$ cat config.mk
export PLATFORM = sky130hd
export DESIGN_NAME = sbk_brake_ctrl
export DESIGN_NICKNAME = d
export VERILOG_FILES = /design/src/rtl/sbk_pkg.sv /design/src/rtl/sbk_chk_if.sv /design/src/rtl/sbk_path_check.sv /design/src/rtl/sbk_relay_timer.sv /design/src/rtl/sbk_brake_ctrl.sv
export SDC_FILE = /design/constraint.sdc
export NUM_CORES = 1
export LEC_CHECK = 0
export BUFFER_PORTS_ARGS = -buffer_cell sky130_fd_sc_hd__buf_4
export CAP_MARGIN = 20
export CORE_MARGIN = 2
export CORE_UTILIZATION = 37
export CTS_BUF_LIST = sky130_fd_sc_hd__clkbuf_16
export CTS_CLUSTER_SIZE = 40
export DETAILED_ROUTE_END_ITERATION = 10
export SYNTH_ARGS = -nofsm -noshare
export SYNTH_HDL_FRONTEND = slang
export SYNTH_SLANG_ARGS = --single-unit
export TNS_END_PERCENT = 100
$ cat constraint.sdc
create_clock -name clk -period 2.8 [get_ports clk]
set_input_delay 0.28 -clock clk [delete_from_list [all_inputs] [get_ports clk]]
set_output_delay 0.28 -clock clk [all_outputs]
set_load 0.005 [all_outputs]
$ cat src/rtl/sbk_pkg.sv
// Purpose: Shared constants of the safe brake control block
// Assumes: 200 MHz clock, 32-bit register port with byte offsets
// Notes: Wait times count in microsecond ticks
package sbk_pkg;
  // Clock and tick timing
  localparam int CLK_PERIOD_PS = 5000;
  localparam int TICK_PERIOD_NS = 1000;
  localparam int TICK_CYCLES = (TICK_PERIOD_NS * 1000 + CLK_PERIOD_PS - 1) / CLK_PERIOD_PS;
  localparam int CU_TIMEOUT_US = 1000;
  localparam int CU_TIMEOUT_TICKS = CU_TIMEOUT_US * 1000 / TICK_PERIOD_NS;
  // Sizes
  localparam int ADDR_W = 8;
  localparam int NUM_DI = 8;
  localparam int NUM_PU = 4;
  localparam int WAIT_W = 16;
  // Register offsets
  localparam logic [ADDR_W-1:0] OFS_CFG = 8'h00;
  localparam logic [ADDR_W-1:0] OFS_FBSRC = 8'h04;
  localparam logic [ADDR_W-1:0] OFS_WAIT_ON = 8'h08;
  localparam logic [ADDR_W-1:0] OFS_WAIT_OFF = 8'h0C;
  localparam logic [ADDR_W-1:0] OFS_PU_INDEX = 8'h10;
  localparam logic [ADDR_W-1:0] OFS_CMD = 8'h14;
  localparam logic [ADDR_W-1:0] OFS_STATUS = 8'h18;
  localparam logic [ADDR_W-1:0] OFS_CAP = 8'h1C;
  // Configuration fields
  localparam int CFG_ENABLE = 0;
  localparam int CFG_HBC_LO = 1;
  localparam int CFG_ADAPTER = 3;
  localparam int CFG_PARALLEL = 4;
  localparam int CFG_MANUAL = 5;
  localparam int CFG_FB_VIA_PU = 6;
  localparam int CFG_W = 7;
  // Command and status fields
  localparam int CMD_IDENT = 0;
  localparam int ST_RELEASED = 0;
  localparam int ST_CTRL_FAULT = 1;
  localparam int ST_CFG_FAULT = 2;
  localparam int ST_REJECT = 3;
  localparam int ST_IDENT_DONE = 4;
  localparam int ST_CU_LOST = 5;
  localparam int ST_ACTIVE = 6;
  localparam int CAP_PAR_BIT = 14;
  // Reset values
  localparam logic [CFG_W-1:0] CFG_RST = 7'h00;
  localparam logic [WAIT_W-1:0] WAIT_ON_RST = 16'h0064;
  localparam logic [WAIT_W-1:0] WAIT_OFF_RST = 16'h0064;
  // Brake check states
  typedef enum logic [1:0] {SBK_STEADY, SBK_WAIT, SBK_CHECK} sbk_state_t;
endpackage

$ cat src/rtl/sbk_chk_if.sv
// Purpose: Carrier between the brake controller and the path checker
// Assumes: Single clock domain
// Notes: Fault outputs are combinational, sampled on evaluate
`timescale 1ns/1ps
`default_nettype none
interface sbk_chk_if;
  logic wantRelease;
  logic evaluate;
  logic adapterUsed;
  logic compact;
  logic fbLevel;
  logic senseHigh;
  logic senseLow;
  logic currentOk;
  logic pathFault;
  logic breakFault;
  logic fbFault;
  modport ctrl (output wantRelease, evaluate, adapterUsed, compact, fbLevel, senseHigh,
    senseLow, currentOk, input pathFault, breakFault, fbFault);
  modport chk (input wantRelease, evaluate, adapterUsed, compact, fbLevel, senseHigh,
    senseLow, currentOk, output pathFault, breakFault, fbFault);
endinterface
`default_nettype wire

$ cat src/rtl/sbk_path_check.sv
// Purpose: Judges switch paths, winding and adapter feedback after a change
// Assumes: Inputs already synchronised
// Notes: Results only mean something while evaluate is high
`timescale 1ns/1ps
`default_nettype none
module sbk_path_check (
  // Check carrier
  sbk_chk_if.chk c
);
  // Fault decisions, gated by evaluate
  always_comb
  begin
    c.pathFault = c.evaluate
      && ((c.senseHigh != c.wantRelease) || (c.senseLow != c.wantRelease));
    // Winding checks skipped behind an adapter
    // Open brake without current means a broken cable
    c.breakFault = c.evaluate && !c.adapterUsed && c.wantRelease && !c.currentOk;
    // Lingering current after apply means a shorted winding, not on compact units
    if (c.evaluate && !c.adapterUsed && !c.compact && !c.wantRelease && c.currentOk)
    begin
      c.pathFault = 1'b1;
    end
    c.fbFault = c.evaluate && c.adapterUsed && (c.fbLevel != c.wantRelease);
  end
endmodule // sbk_path_check
`default_nettype wire

$ cat src/rtl/sbk_relay_timer.sv
// Purpose: Down-counter for the adapter relay wait time
// Assumes: tick is a one-cycle enable
// Notes: done pulses once, a new load restarts the wait
`timescale 1ns/1ps
`default_nettype none
module sbk_relay_timer #(
  parameter int W = 16
) (
  // Clock and reset
  input wire logic clk,
  input wire logic rst_n,
  // Control
  input wire logic tick,
  input wire logic load,
  input wire logic [W-1:0] loadVal,
  output logic done
);
  logic [W-1:0] cnt_q;
  logic armed_q;

  // Count down on ticks while armed
  always_ff @(posedge clk)
  begin
    if (!rst_n)
    begin
      cnt_q <= '0;
      armed_q <= 1'b0;
    end
    else if (load)
    begin
      cnt_q <= loadVal;
      armed_q <= 1'b1;
    end
    else if (armed_q && cnt_q == '0)
    begin
      armed_q <= 1'b0;
    end
    else if (armed_q && tick)
    begin
      cnt_q <= cnt_q - 1'b1;
    end
  end

  assign done = armed_q && (cnt_q == '0) && !load;
endmodule // sbk_relay_timer
`default_nettype wire

$ cat src/rtl/sbk_brake_ctrl.sv
// Purpose: Two-channel safe brake control tied to torque-off
// Assumes: Commands arrive on clk; brake pins pass two flip-flops
// Notes: Any fault forces both switch paths open until cleared
//
// How it works
// - Torque-off selection applies the brake while active
// - Two independent switch outputs cut current
// - Runs whatever the holding brake setting
// - Inactive until enable bit is set
// - Brake selection without torque-off is rejected
// - Paths and winding checked only on change
// - Any brake path fault cuts current
// - Lost control unit heartbeat applies brake
// - Feedback taken from selected digital input
// - Separate wait times for switching on/off
// - Parallel use needs capability bit 14
// - Identification only unconfigured with brake setting 0
// - Single adapter found stores its unit
// - Several adapters found raise configuration fault
// - Identification also sets feedback source input
// - Manual unit without adapter raises control fault in parallel use
// - Cable break reported only when brake controlled
// - Compact variant checks break only opening
// - No winding checks behind an adapter
// - Commands drive brake outputs accordingly
`timescale 1ns/1ps
`default_nettype none
module sbk_brake_ctrl #(
  parameter int NUM_DI = sbk_pkg::NUM_DI,
  parameter int NUM_PU = sbk_pkg::NUM_PU,
  parameter int CU_TIMEOUT_TICKS = sbk_pkg::CU_TIMEOUT_TICKS,
  parameter bit PAR_SUPPORTED = 1'b1,
  parameter bit COMPACT_VARIANT = 1'b0
) (
  // Clock and reset
  input wire logic clk,
  input wire logic rst_n,
  // Register port
  input wire logic [sbk_pkg::ADDR_W-1:0] regAddr,
  input wire logic [31:0] regWdata,
  input wire logic regWr,
  input wire logic regRd,
  output logic [31:0] regRdata,
  // Drive-link commands
  input wire logic stoSelect,
  input wire logic brakeSelect,
  input wire logic releaseCmd,
  input wire logic controlAlive,
  // Brake pins
  input wire logic [NUM_DI-1:0] digIn,
  input wire logic [NUM_PU-1:0] adapterPresent,
  input wire logic senseHigh,
  input wire logic senseLow,
  input wire logic currentOk,
  output logic brakeSwitchHigh,
  output logic brakeSwitchLow,
  output logic brakeFault
);
  import sbk_pkg::*;

  localparam int PW = NUM_DI + NUM_PU + 3;
  localparam int DSW = $clog2(NUM_DI);
  localparam int PSW = $clog2(NUM_PU);
  localparam int CW = $clog2(CU_TIMEOUT_TICKS + 1);
  localparam int TW = $clog2(TICK_CYCLES);

  sbk_chk_if chk ();
  sbk_state_t state_q;
  logic [PW-1:0] syncA_q, syncB_q;
  logic [TW-1:0] tickCnt_q;
  logic tick;
  logic [CFG_W-1:0] cfg_q;
  logic [WAIT_W-1:0] waitOn_q, waitOff_q;
  logic [DSW-1:0] fbSrc_q;
  logic [PSW-1:0] puIdx_q;
  logic ctrlFault_q, cfgFault_q, reject_q, identDone_q, cuLost_q;
  logic [CW-1:0] cuCnt_q;
  logic swHigh_q, swLow_q, fault_q;
  logic [31:0] rdata_q;
  logic wantRel_d, change, timerDone, brakeActive, identRun, anyFault;
  logic [NUM_DI-1:0] diSyn;
  logic [NUM_PU-1:0] apSyn;
  logic ctrlSet, cfgSet, statusClr;

  // Number of adapters seen
  function automatic int unsigned countOnes(input logic [NUM_PU-1:0] v);
    int unsigned n;
    n = 0;
    for (int i = 0; i < NUM_PU; i++)
      n = n + int'(v[i]);
    return n;
  endfunction

  // Unit number of the lowest set bit
  function automatic logic [PSW-1:0] firstOne(input logic [NUM_PU-1:0] v);
    logic [PSW-1:0] idx;
    idx = '0;
    for (int i = NUM_PU - 1; i >= 0; i--)
      if (v[i])
        idx = PSW'(i);
    return idx;
  endfunction

  // Two-stage pin synchroniser
  always_ff @(posedge clk)
  begin
    if (!rst_n)
    begin
      syncA_q <= '0;
      syncB_q <= '0;
    end
    else
    begin
      syncA_q <= {currentOk, senseLow, senseHigh, adapterPresent, digIn};
      syncB_q <= syncA_q;
    end
  end
  assign diSyn = syncB_q[NUM_DI-1:0];
  assign apSyn = syncB_q[NUM_DI +: NUM_PU];

  // Microsecond tick divider
  always_ff @(posedge clk)
  begin
    if (!rst_n)
      tickCnt_q <= '0;
    else if (tick)
      tickCnt_q <= '0;
    else
      tickCnt_q <= tickCnt_q + 1'b1;
  end
  assign tick = (tickCnt_q == TW'(TICK_CYCLES - 1));

  // Activation, parallel gate and identification qualifier
  assign brakeActive = cfg_q[CFG_ENABLE] && (!cfg_q[CFG_PARALLEL] || PAR_SUPPORTED);
  assign identRun = regWr && regAddr == OFS_CMD && regWdata[CMD_IDENT]
    && !cfg_q[CFG_ENABLE] && cfg_q[CFG_HBC_LO +: 2] == 2'h0;
  assign anyFault = ctrlFault_q || cfgFault_q;
  assign statusClr = regWr && regAddr == OFS_STATUS;

  // Configuration and wait registers
  always_ff @(posedge clk)
  begin
    if (!rst_n)
    begin
      cfg_q <= CFG_RST;
      waitOn_q <= WAIT_ON_RST;
      waitOff_q <= WAIT_OFF_RST;
    end
    else if (regWr)
    begin
      if (regAddr == OFS_CFG)
        cfg_q <= regWdata[CFG_W-1:0];
      if (regAddr == OFS_WAIT_ON)
        waitOn_q <= regWdata[WAIT_W-1:0];
      if (regAddr == OFS_WAIT_OFF)
        waitOff_q <= regWdata[WAIT_W-1:0];
    end
  end

  // Feedback source and brake unit, also filled by identification
  always_ff @(posedge clk)
  begin
    if (!rst_n)
    begin
      fbSrc_q <= '0;
      puIdx_q <= '0;
      identDone_q <= 1'b0;
    end
    else if (identRun)
    begin
      identDone_q <= 1'b1;
      if (countOnes(apSyn) == 1)
      begin
        puIdx_q <= firstOne(apSyn);
        if (cfg_q[CFG_FB_VIA_PU])
          fbSrc_q <= DSW'(firstOne(apSyn));
      end
    end
    else if (regWr)
    begin
      if (regAddr == OFS_FBSRC)
        fbSrc_q <= regWdata[DSW-1:0];
      if (regAddr == OFS_PU_INDEX)
        puIdx_q <= regWdata[PSW-1:0];
    end
  end

  // Control unit heartbeat watchdog
  always_ff @(posedge clk)
  begin
    if (!rst_n)
    begin
      cuCnt_q <= '0;
      cuLost_q <= 1'b0;
    end
    else if (!brakeActive || controlAlive)
    begin
      cuCnt_q <= '0;
      cuLost_q <= 1'b0;
    end
    else if (cuCnt_q == CW'(CU_TIMEOUT_TICKS))
      cuLost_q <= 1'b1;
    else if (tick)
      cuCnt_q <= cuCnt_q + 1'b1;
  end

  // Desired brake state from commands and faults
  always_comb
  begin
    wantRel_d = releaseCmd;
    if (anyFault)
      wantRel_d = 1'b0;
    if (brakeActive && (stoSelect || cuLost_q))
      wantRel_d = 1'b0;
  end
  assign change = wantRel_d != swHigh_q;

  // Two independent switch channels
  always_ff @(posedge clk)
  begin
    if (!rst_n)
    begin
      swHigh_q <= 1'b0;
      swLow_q <= 1'b0;
      fault_q <= 1'b0;
    end
    else
    begin
      swHigh_q <= wantRel_d;
      swLow_q <= wantRel_d;
      fault_q <= anyFault;
    end
  end

  // Relay wait timer, on or off time by direction
  sbk_relay_timer #(.W(WAIT_W)) sbk_relay_timer_inst (
    .clk(clk),
    .rst_n(rst_n),
    .tick(tick),
    .load(change && brakeActive),
    .loadVal(wantRel_d ? waitOn_q : waitOff_q),
    .done(timerDone)
  );

  // Check sequencer: only state changes are judged
  always_ff @(posedge clk)
  begin
    if (!rst_n)
      state_q <= SBK_STEADY;
    else if (!brakeActive)
      state_q <= SBK_STEADY;
    else if (change)
      state_q <= SBK_WAIT;
    else
    begin
      unique case (state_q)
        SBK_STEADY: state_q <= SBK_STEADY;
        SBK_WAIT: state_q <= timerDone ? SBK_CHECK : SBK_WAIT;
        SBK_CHECK: state_q <= SBK_STEADY;
      endcase
    end
  end

  // Path checker hookup
  assign chk.wantRelease = swHigh_q;
  assign chk.evaluate = state_q == SBK_CHECK;
  assign chk.adapterUsed = cfg_q[CFG_ADAPTER];
  assign chk.compact = COMPACT_VARIANT;
  assign chk.fbLevel = diSyn[fbSrc_q];
  assign chk.senseHigh = syncB_q[PW-3];
  assign chk.senseLow = syncB_q[PW-2];
  assign chk.currentOk = syncB_q[PW-1];
  sbk_path_check sbk_path_check_inst (
    .c(chk.chk)
  );

  // Fault sources
  assign ctrlSet = chk.pathFault || chk.fbFault
    || (chk.evaluate && cfg_q[CFG_PARALLEL] && cfg_q[CFG_MANUAL] && !apSyn[puIdx_q]);
  assign cfgSet = chk.breakFault || (identRun && countOnes(apSyn) > 1);

  // Sticky status, set wins over write-one clear
  always_ff @(posedge clk)
  begin
    if (!rst_n)
    begin
      ctrlFault_q <= 1'b0;
      cfgFault_q <= 1'b0;
      reject_q <= 1'b0;
    end
    else
    begin
      if (ctrlSet)
        ctrlFault_q <= 1'b1;
      else if (statusClr && regWdata[ST_CTRL_FAULT])
        ctrlFault_q <= 1'b0;
      if (cfgSet)
        cfgFault_q <= 1'b1;
      else if (statusClr && regWdata[ST_CFG_FAULT])
        cfgFault_q <= 1'b0;
      if (brakeSelect && !stoSelect)
        reject_q <= 1'b1;
      else if (statusClr && regWdata[ST_REJECT])
        reject_q <= 1'b0;
    end
  end

  // Read data, valid the cycle after the strobe only
  always_ff @(posedge clk)
  begin
    if (!rst_n || !regRd)
      rdata_q <= '0;
    else
    begin
      unique case (regAddr)
        OFS_CFG: rdata_q <= 32'(cfg_q);
        OFS_FBSRC: rdata_q <= 32'(fbSrc_q);
        OFS_WAIT_ON: rdata_q <= 32'(waitOn_q);
        OFS_WAIT_OFF: rdata_q <= 32'(waitOff_q);
        OFS_PU_INDEX: rdata_q <= 32'(puIdx_q);
        OFS_STATUS: rdata_q <= 32'({brakeActive, cuLost_q, identDone_q, reject_q,
          cfgFault_q, ctrlFault_q, swHigh_q});
        OFS_CAP: rdata_q <= 32'(PAR_SUPPORTED) << CAP_PAR_BIT;
        default: rdata_q <= 32'h0000_0000;
      endcase
    end
  end

  assign regRdata = rdata_q;
  assign brakeSwitchHigh = swHigh_q;
  assign brakeSwitchLow = swLow_q;
  assign brakeFault = fault_q;
endmodule // sbk_brake_ctrl
`default_nettype wire

== Word-level counts from Yosys, hierarchy flattened ==
Cells that the tools add are included.

* Register bits: 150
* Input port bits: 63
* Output and inout port bits: 35
* Logic and storage cells: 155

* Add/subtract/negate cells: 6
* Order comparisons: 3
* Equal/unequal tests: 19
* Mux-type cells: 36
* Bitwise operators: 3
* Reduce and logical (&&, ||, !) cells: 67

{| class="wikitable"
|+ Operator list
! cell !! number
|-
| $pmux W16 S7 || 1
|-
| $mux W16 || 4
|-
| $eq A32 B1 Y1 const B || 1
|-
| $eq A8 B5 Y1 const B || 4
|-
| $logic_and A1 B1 Y1 || 26
|-
| $mux W2 || 9
|-
| $eq A8 B4 Y1 const B || 2
|-
| $logic_not A16 Y1 || 1
|-
| $reduce_bool A2 Y1 || 8
|-
| $sub A16 B1 Y16 const B || 1
|-
| $mux W3 || 5
|-
| $mux W1 || 14
|-
| $reduce_and A2 Y1 || 6
|-
| $add A10 B1 Y10 const B || 1
|-
| $eq A10 B10 Y1 const B || 1
|-
| $logic_not A1 Y1 || 9
|-
| $add A8 B1 Y8 const B || 1
|-
| $eq A8 B3 Y1 const B || 1
|-
| $eq A8 B8 Y1 const B || 1
|-
| $logic_not A8 Y1 || 1
|-
| $logic_or A1 B1 Y1 || 8
|-
| $reduce_or A2 Y1 || 3
|-
| $add A3 B1 Y4 || 1
|-
| $gt A4 B1 Y1 const B || 1
|-
| 17 further kinds || 24
|}

== Depth between registers and ports, before layout ==
* Depth after elaboration: 10
* Gate-level depth with buffers: 8
* Depth with buffers taken out: 8

== Modules after synthesis ==
A second synthesis with hierarchy kept.

* Cell total of the unflattened synthesis: 674
* Area total of the unflattened synthesis: 6,072.1 um^2

{| class="wikitable"
|+ By module, submodules not included
! module !! times used !! cells an instance !! area each (um^2) !! sequential area each (um^2)
|-
| sbk_brake_ctrl || 1 || 549 || 5,031.1 || 2,342.2
|-
| sbk_relay_timer || 1 || 118 || 987.2 || 340.3
|-
| sbk_path_check || 1 || 7 || 53.8 || 0.0
|}

== Least setup slack after synthesis ==
OpenSTA, ideal clock, no wires.

* Path kind: register to register
* Start point: reg syncB_q[8]
* End point: reg fbSrc_q[2]
* Library setup time: 0.115 ns
* Arrival time: 2.067 ns
* Data required time: 2.685 ns
* Setup slack: 0.618 ns
* Cell stages (with the launch flop): 9
* Path buffers: 0
* Clock period less this slack: 2.182 ns
* Cells stage by stage: dfxtp_1 -> fa_1 -> ha_1 -> ha_1 -> nor3b_1 -> nand3_1 -> a21oi_1 -> o21ai_0 -> and2_1

* Word-level cells in the longest chain between the ends: 6

{| class="wikitable"
|+ Ends and longest elaborated chain
! element !! line !! source
|-
| start, declared || sbk_brake_ctrl.sv:69 || <nowiki>logic [PW-1:0] syncA_q, syncB_q;</nowiki>
|-
| start signal, assigned || sbk_brake_ctrl.sv:115 || <nowiki>syncB_q <= syncA_q;</nowiki>
|-
| $add A1 B1 Y2 || sbk_brake_ctrl.sv:90 || <nowiki>n = n + int'(v[i]);</nowiki>
|-
| $add A2 B1 Y3 || sbk_brake_ctrl.sv:90 ||
|-
| $add A3 B1 Y4 || sbk_brake_ctrl.sv:90 ||
|-
| $eq A32 B1 Y1 || sbk_brake_ctrl.sv:172 || <nowiki>if (countOnes(apSyn) == 1)</nowiki>
|-
| $ne A2 B1 Y1 (no line) || -- ||
|-
| $reduce_and A4 Y1 (no line) || -- ||
|-
| end signal, assigned || sbk_brake_ctrl.sv:176 || <nowiki>fbSrc_q <= DSW'(firstOne(apSyn));</nowiki>
|-
| end signal, assigned || sbk_brake_ctrl.sv:182 || <nowiki>fbSrc_q <= regWdata[DSW-1:0];</nowiki>
|-
| end, declared || sbk_brake_ctrl.sv:74 || <nowiki>logic [DSW-1:0] fbSrc_q;</nowiki>
|}

No other way between the ends.
A chain may end at the register's enable or synchronous reset.

== Worst setup path in the final report ==
* Start point: reg syncB_q[8]
* End point: reg puIdx_q[0]

* Word-level cells in the longest chain between the ends: 6
* Elaborated cells on any way between the ends: 9
* Classes of those cells: 3 x add/sub; 2 x eq/ne; 3 x mux; 1 x reduce/logical

{| class="wikitable"
|+ Ends and longest elaborated chain
! element !! line !! source
|-
| $add A1 B1 Y2 || sbk_brake_ctrl.sv:90 ||
|-
| $add A2 B1 Y3 || sbk_brake_ctrl.sv:90 ||
|-
| $add A3 B1 Y4 || sbk_brake_ctrl.sv:90 ||
|-
| $eq A32 B1 Y1 || sbk_brake_ctrl.sv:172 ||
|-
| $ne A2 B1 Y1 (no line) || -- ||
|-
| $reduce_and A3 Y1 (no line) || -- ||
|-
| end signal, assigned || sbk_brake_ctrl.sv:174 || <nowiki>puIdx_q <= firstOne(apSyn);</nowiki>
|-
| end signal, assigned || sbk_brake_ctrl.sv:184 || <nowiki>puIdx_q <= regWdata[PSW-1:0];</nowiki>
|-
| end, declared || sbk_brake_ctrl.sv:75 || <nowiki>logic [PSW-1:0] puIdx_q;</nowiki>
|}

Parallel ways exist; a longest one is shown, timed or not. The select of a mux whose other input is x is not followed.

==> results.md <==
- Status: complete, no violations
- Initial antenna violation count: 0
- Largest net degree at the start of global routing: 61
- Vias in the first global route: between 4k and 5k
- Worst Path Max Fanout: 4
- Synth area leaders: dfxtp_1 (46%), mux2i_1 (7.0%), nor2_1 (4.6%), and2_1 (3.8%), a22oi_1 (2.6%)
- Synth Register Bits: between 100 and 150
- CTS root buf: clkbuf_16
- Maximum vdd drop: 0.526 mV
- TritonCTS clock tree: built
- Hold depth: 2
- Reg2reg path depth: 8
- First-pass GRT wire length: 23,000 µm
- Starting Density: 38.2%
- Die area: 0.0168 mm²
- Post-CTS Hold Buffers: 0
- CP startpoint: syncB_q[8]
- WP data required: 3.15 ns
- Reg-to-Reg Start: syncB_q[8]
- Total power: 4.21 mW
- Cell area after synthesis: 0.00585 mm²
- Core area: 0.0153 mm²
- WHS: between 0.06 and 0.07 ns
- # Max-Cap Violations: 0
- Power Density: 598 mW/mm²
- Post-DP HPWL: 9880 µm
- Clock transition at path regs: 0.06 ns
- Post-synth ARST share: 0%
- Final wirelength: approximately 14,000 µm
- Cts bufs inserted: 17
- Class of the worst hold path: input pin to register
- DRT Pass-1 Iters: 4
- Rel. slew slack: 46.7%
- Die height: 130 µm
- CTS sink cnt: 134
- Non-filler cells, final: 912
- Grt ovf: 0
- Seq/Total Area, Yosys: 45.8%
- Dpl cells: between 800 and 900
- Main flop type after synthesis: dfxtp_1
- Most frequent cells after synthesis: dfxtp_1 (134), nor2_1 (72), mux2i_1 (41)
- # IOs: 98
- Via density: approximately 5.2
- Clk_lat worst skew: 0.42 ns
- Final max-slew violation count: 0
- Final ANT Viol Nets: 0
- # nets final: 760
- Area growth syn-to-layout: 20.2%
- Static Leak: a little under 3 nW
- Highest clock rate: a little over 400 MHz
- RSZ-0062 raised after global routing: false
- Max Root-Sink Buffers: 2
- Distinct cell type count after synthesis: 61
- CP arrival: about 2.8 ns
- Die X: 130 µm
- Setup Buffers After CTS: 0
- Total GRT Usage: between 15 and 20%
- Post-synth EDFFs: 0
- Worst-Margin Slew: 0.800 ns
- Routed wire length per instance: 15.4 µm
- H-tree depth: 4
- Final Hold Fails: 0
- N_diodes: 0
- I/O Buffers: 65
- Finish-stage setup viols: 0
- Most common cell in the netlist: dfxtp_1
- Vias: 4,759
- Starting DRT DRC Count: approximately 270
- GP Congestion: between 0.8 and 0.9
- Crit. End Element: register
- Tcrit/Tclk final: 88.5%
- Clock skew: roughly 0.0063 ns
- Startpoint type of the worst setup path: register
- Mean post-synth cell area: 9.31 µm²
- Post-layout min period: 2.48 ns
- Largest area contributor in the netlist: dfxtp_1
- Reg2Reg Setup Slack: 0.32 ns
- Synth Instances: 629
- Post-route DRC violation count: 0
- Synth warnings: 0
- End of the worst register-to-register path: puIdx_q[0]
- Worst Setup EP: puIdx_q[0]
- Setup TNS: 0 ns
- Row count: 45
- Post-CTS sizing: 0
- Crit Path Class: register to register
- Top cell type's share of synthesized area: 45.8%
- Share of cells above drive strength 1: around 18%
[worst min path at each step]
stage	start	slack [ns]	end
5_1_grt	digIn[1]	0.05	syncA_q[1]
4_1_cts	digIn[2]	0.04	syncA_q[2]
2_1_floorplan	regWdata[2]	0.41	waitOff_q[2]
6_report	adapterPresent[2]	0.06	syncA_q[10]
3_5_place_dp	syncA_q[8]	0.42	syncB_q[8]
3_3_place_gp	syncA_q[8]	0.42	syncB_q[8]
[metrics by stage]
stage,worst slack [ns],util (%),instance area (µm²)
after global placement,0.402,42.3,6470
after floorplan,0.618,-,5910
final,0.321,45.9,7030
after detailed placement,0.360,42.3,6470
after global routing,0.0471,45.9,7030
after CTS,0.325,45.9,7030
[state kept, by name, indices dropped and copies added (netlist names), 3 cells and up]
signal,cells
cfg_q,7
cuCnt_q,10
fbSrc_q,3
regRdata,16
sbk_relay_timer_inst.cnt_q,16
syncA_q,15
syncB_q,15
tickCnt_q,8
waitOff_q,16
waitOn_q,16
[critical path, stage by stage (launching register included)]
cell	delay [ns]
dfxtp_1	0.35
fa_1	0.48
ha_1	0.22
ha_1	0.28
nor3b_1	0.31
nand4_1	0.13
a21boi_0	0.36
o21ai_0	0.12
a21oi_1	0.16
[per-layer routing]
| metal | global-route usage (%) | routed length, µm |
|---|---|---|
| met1 | 22.2 | 6480 |
| met2 | 28.2 | 6510 |
| met3 | 4.35 | 634 |
| met4 | 8.79 | 377 |
| met5 | 0 | 0 |
[placed cells by master (no fill, tap or decap), types with 4 or more instances in the layout]
master,instances
dfxtp_1,134
buf_4,76
nor2_1,72
mux2i_1,41
and2_1,36
nand2_1,33
a21oi_1,27
nand3_1,26
o21ai_0,20
a22oi_1,20
clkbuf_16,17
inv_1,16
xor2_1,16
conb_1,16
and3_1,15
mux2_2,11
nand4_1,8
ha_1,8
nor4_1,7
nor3_1,7
xnor2_1,7
a31oi_1,7
clkinv_4,7
or3_1,6
nor2b_1,4
or4_1,4
[report_power, final]
group          total (mW)  switching, mW  internal (mW)
clock network        2.08          0.860           1.22
logic               0.178         0.0937         0.0845
registers            1.95         0.0160           1.93
total                4.21          0.970           3.24
[layout make-up]
cell class | instances | area, µm²
Clock buffer | 17 | 425
Clock inverter | 15 | 134
Fill cell | 1516 | 8280
Inverter | 14 | 52.6
Multi-Input combinational cell | 445 | 2910
Sequential cell | 134 | 2680
Tap cell | 211 | 264
Timing Repair Buffer | 76 | 571
[logic make-up after synthesis]
family | share of synthesized area [%]
mux | 10.3
xor+xnor | 3.44
other cells | 0.0641
compound gates | 11.3
flops | 45.8
fa+ha+maj | 2.05
buf+inv | 5.49
simple gates | 21.5
Note: power is estimated with default switching activity, not from simulation.
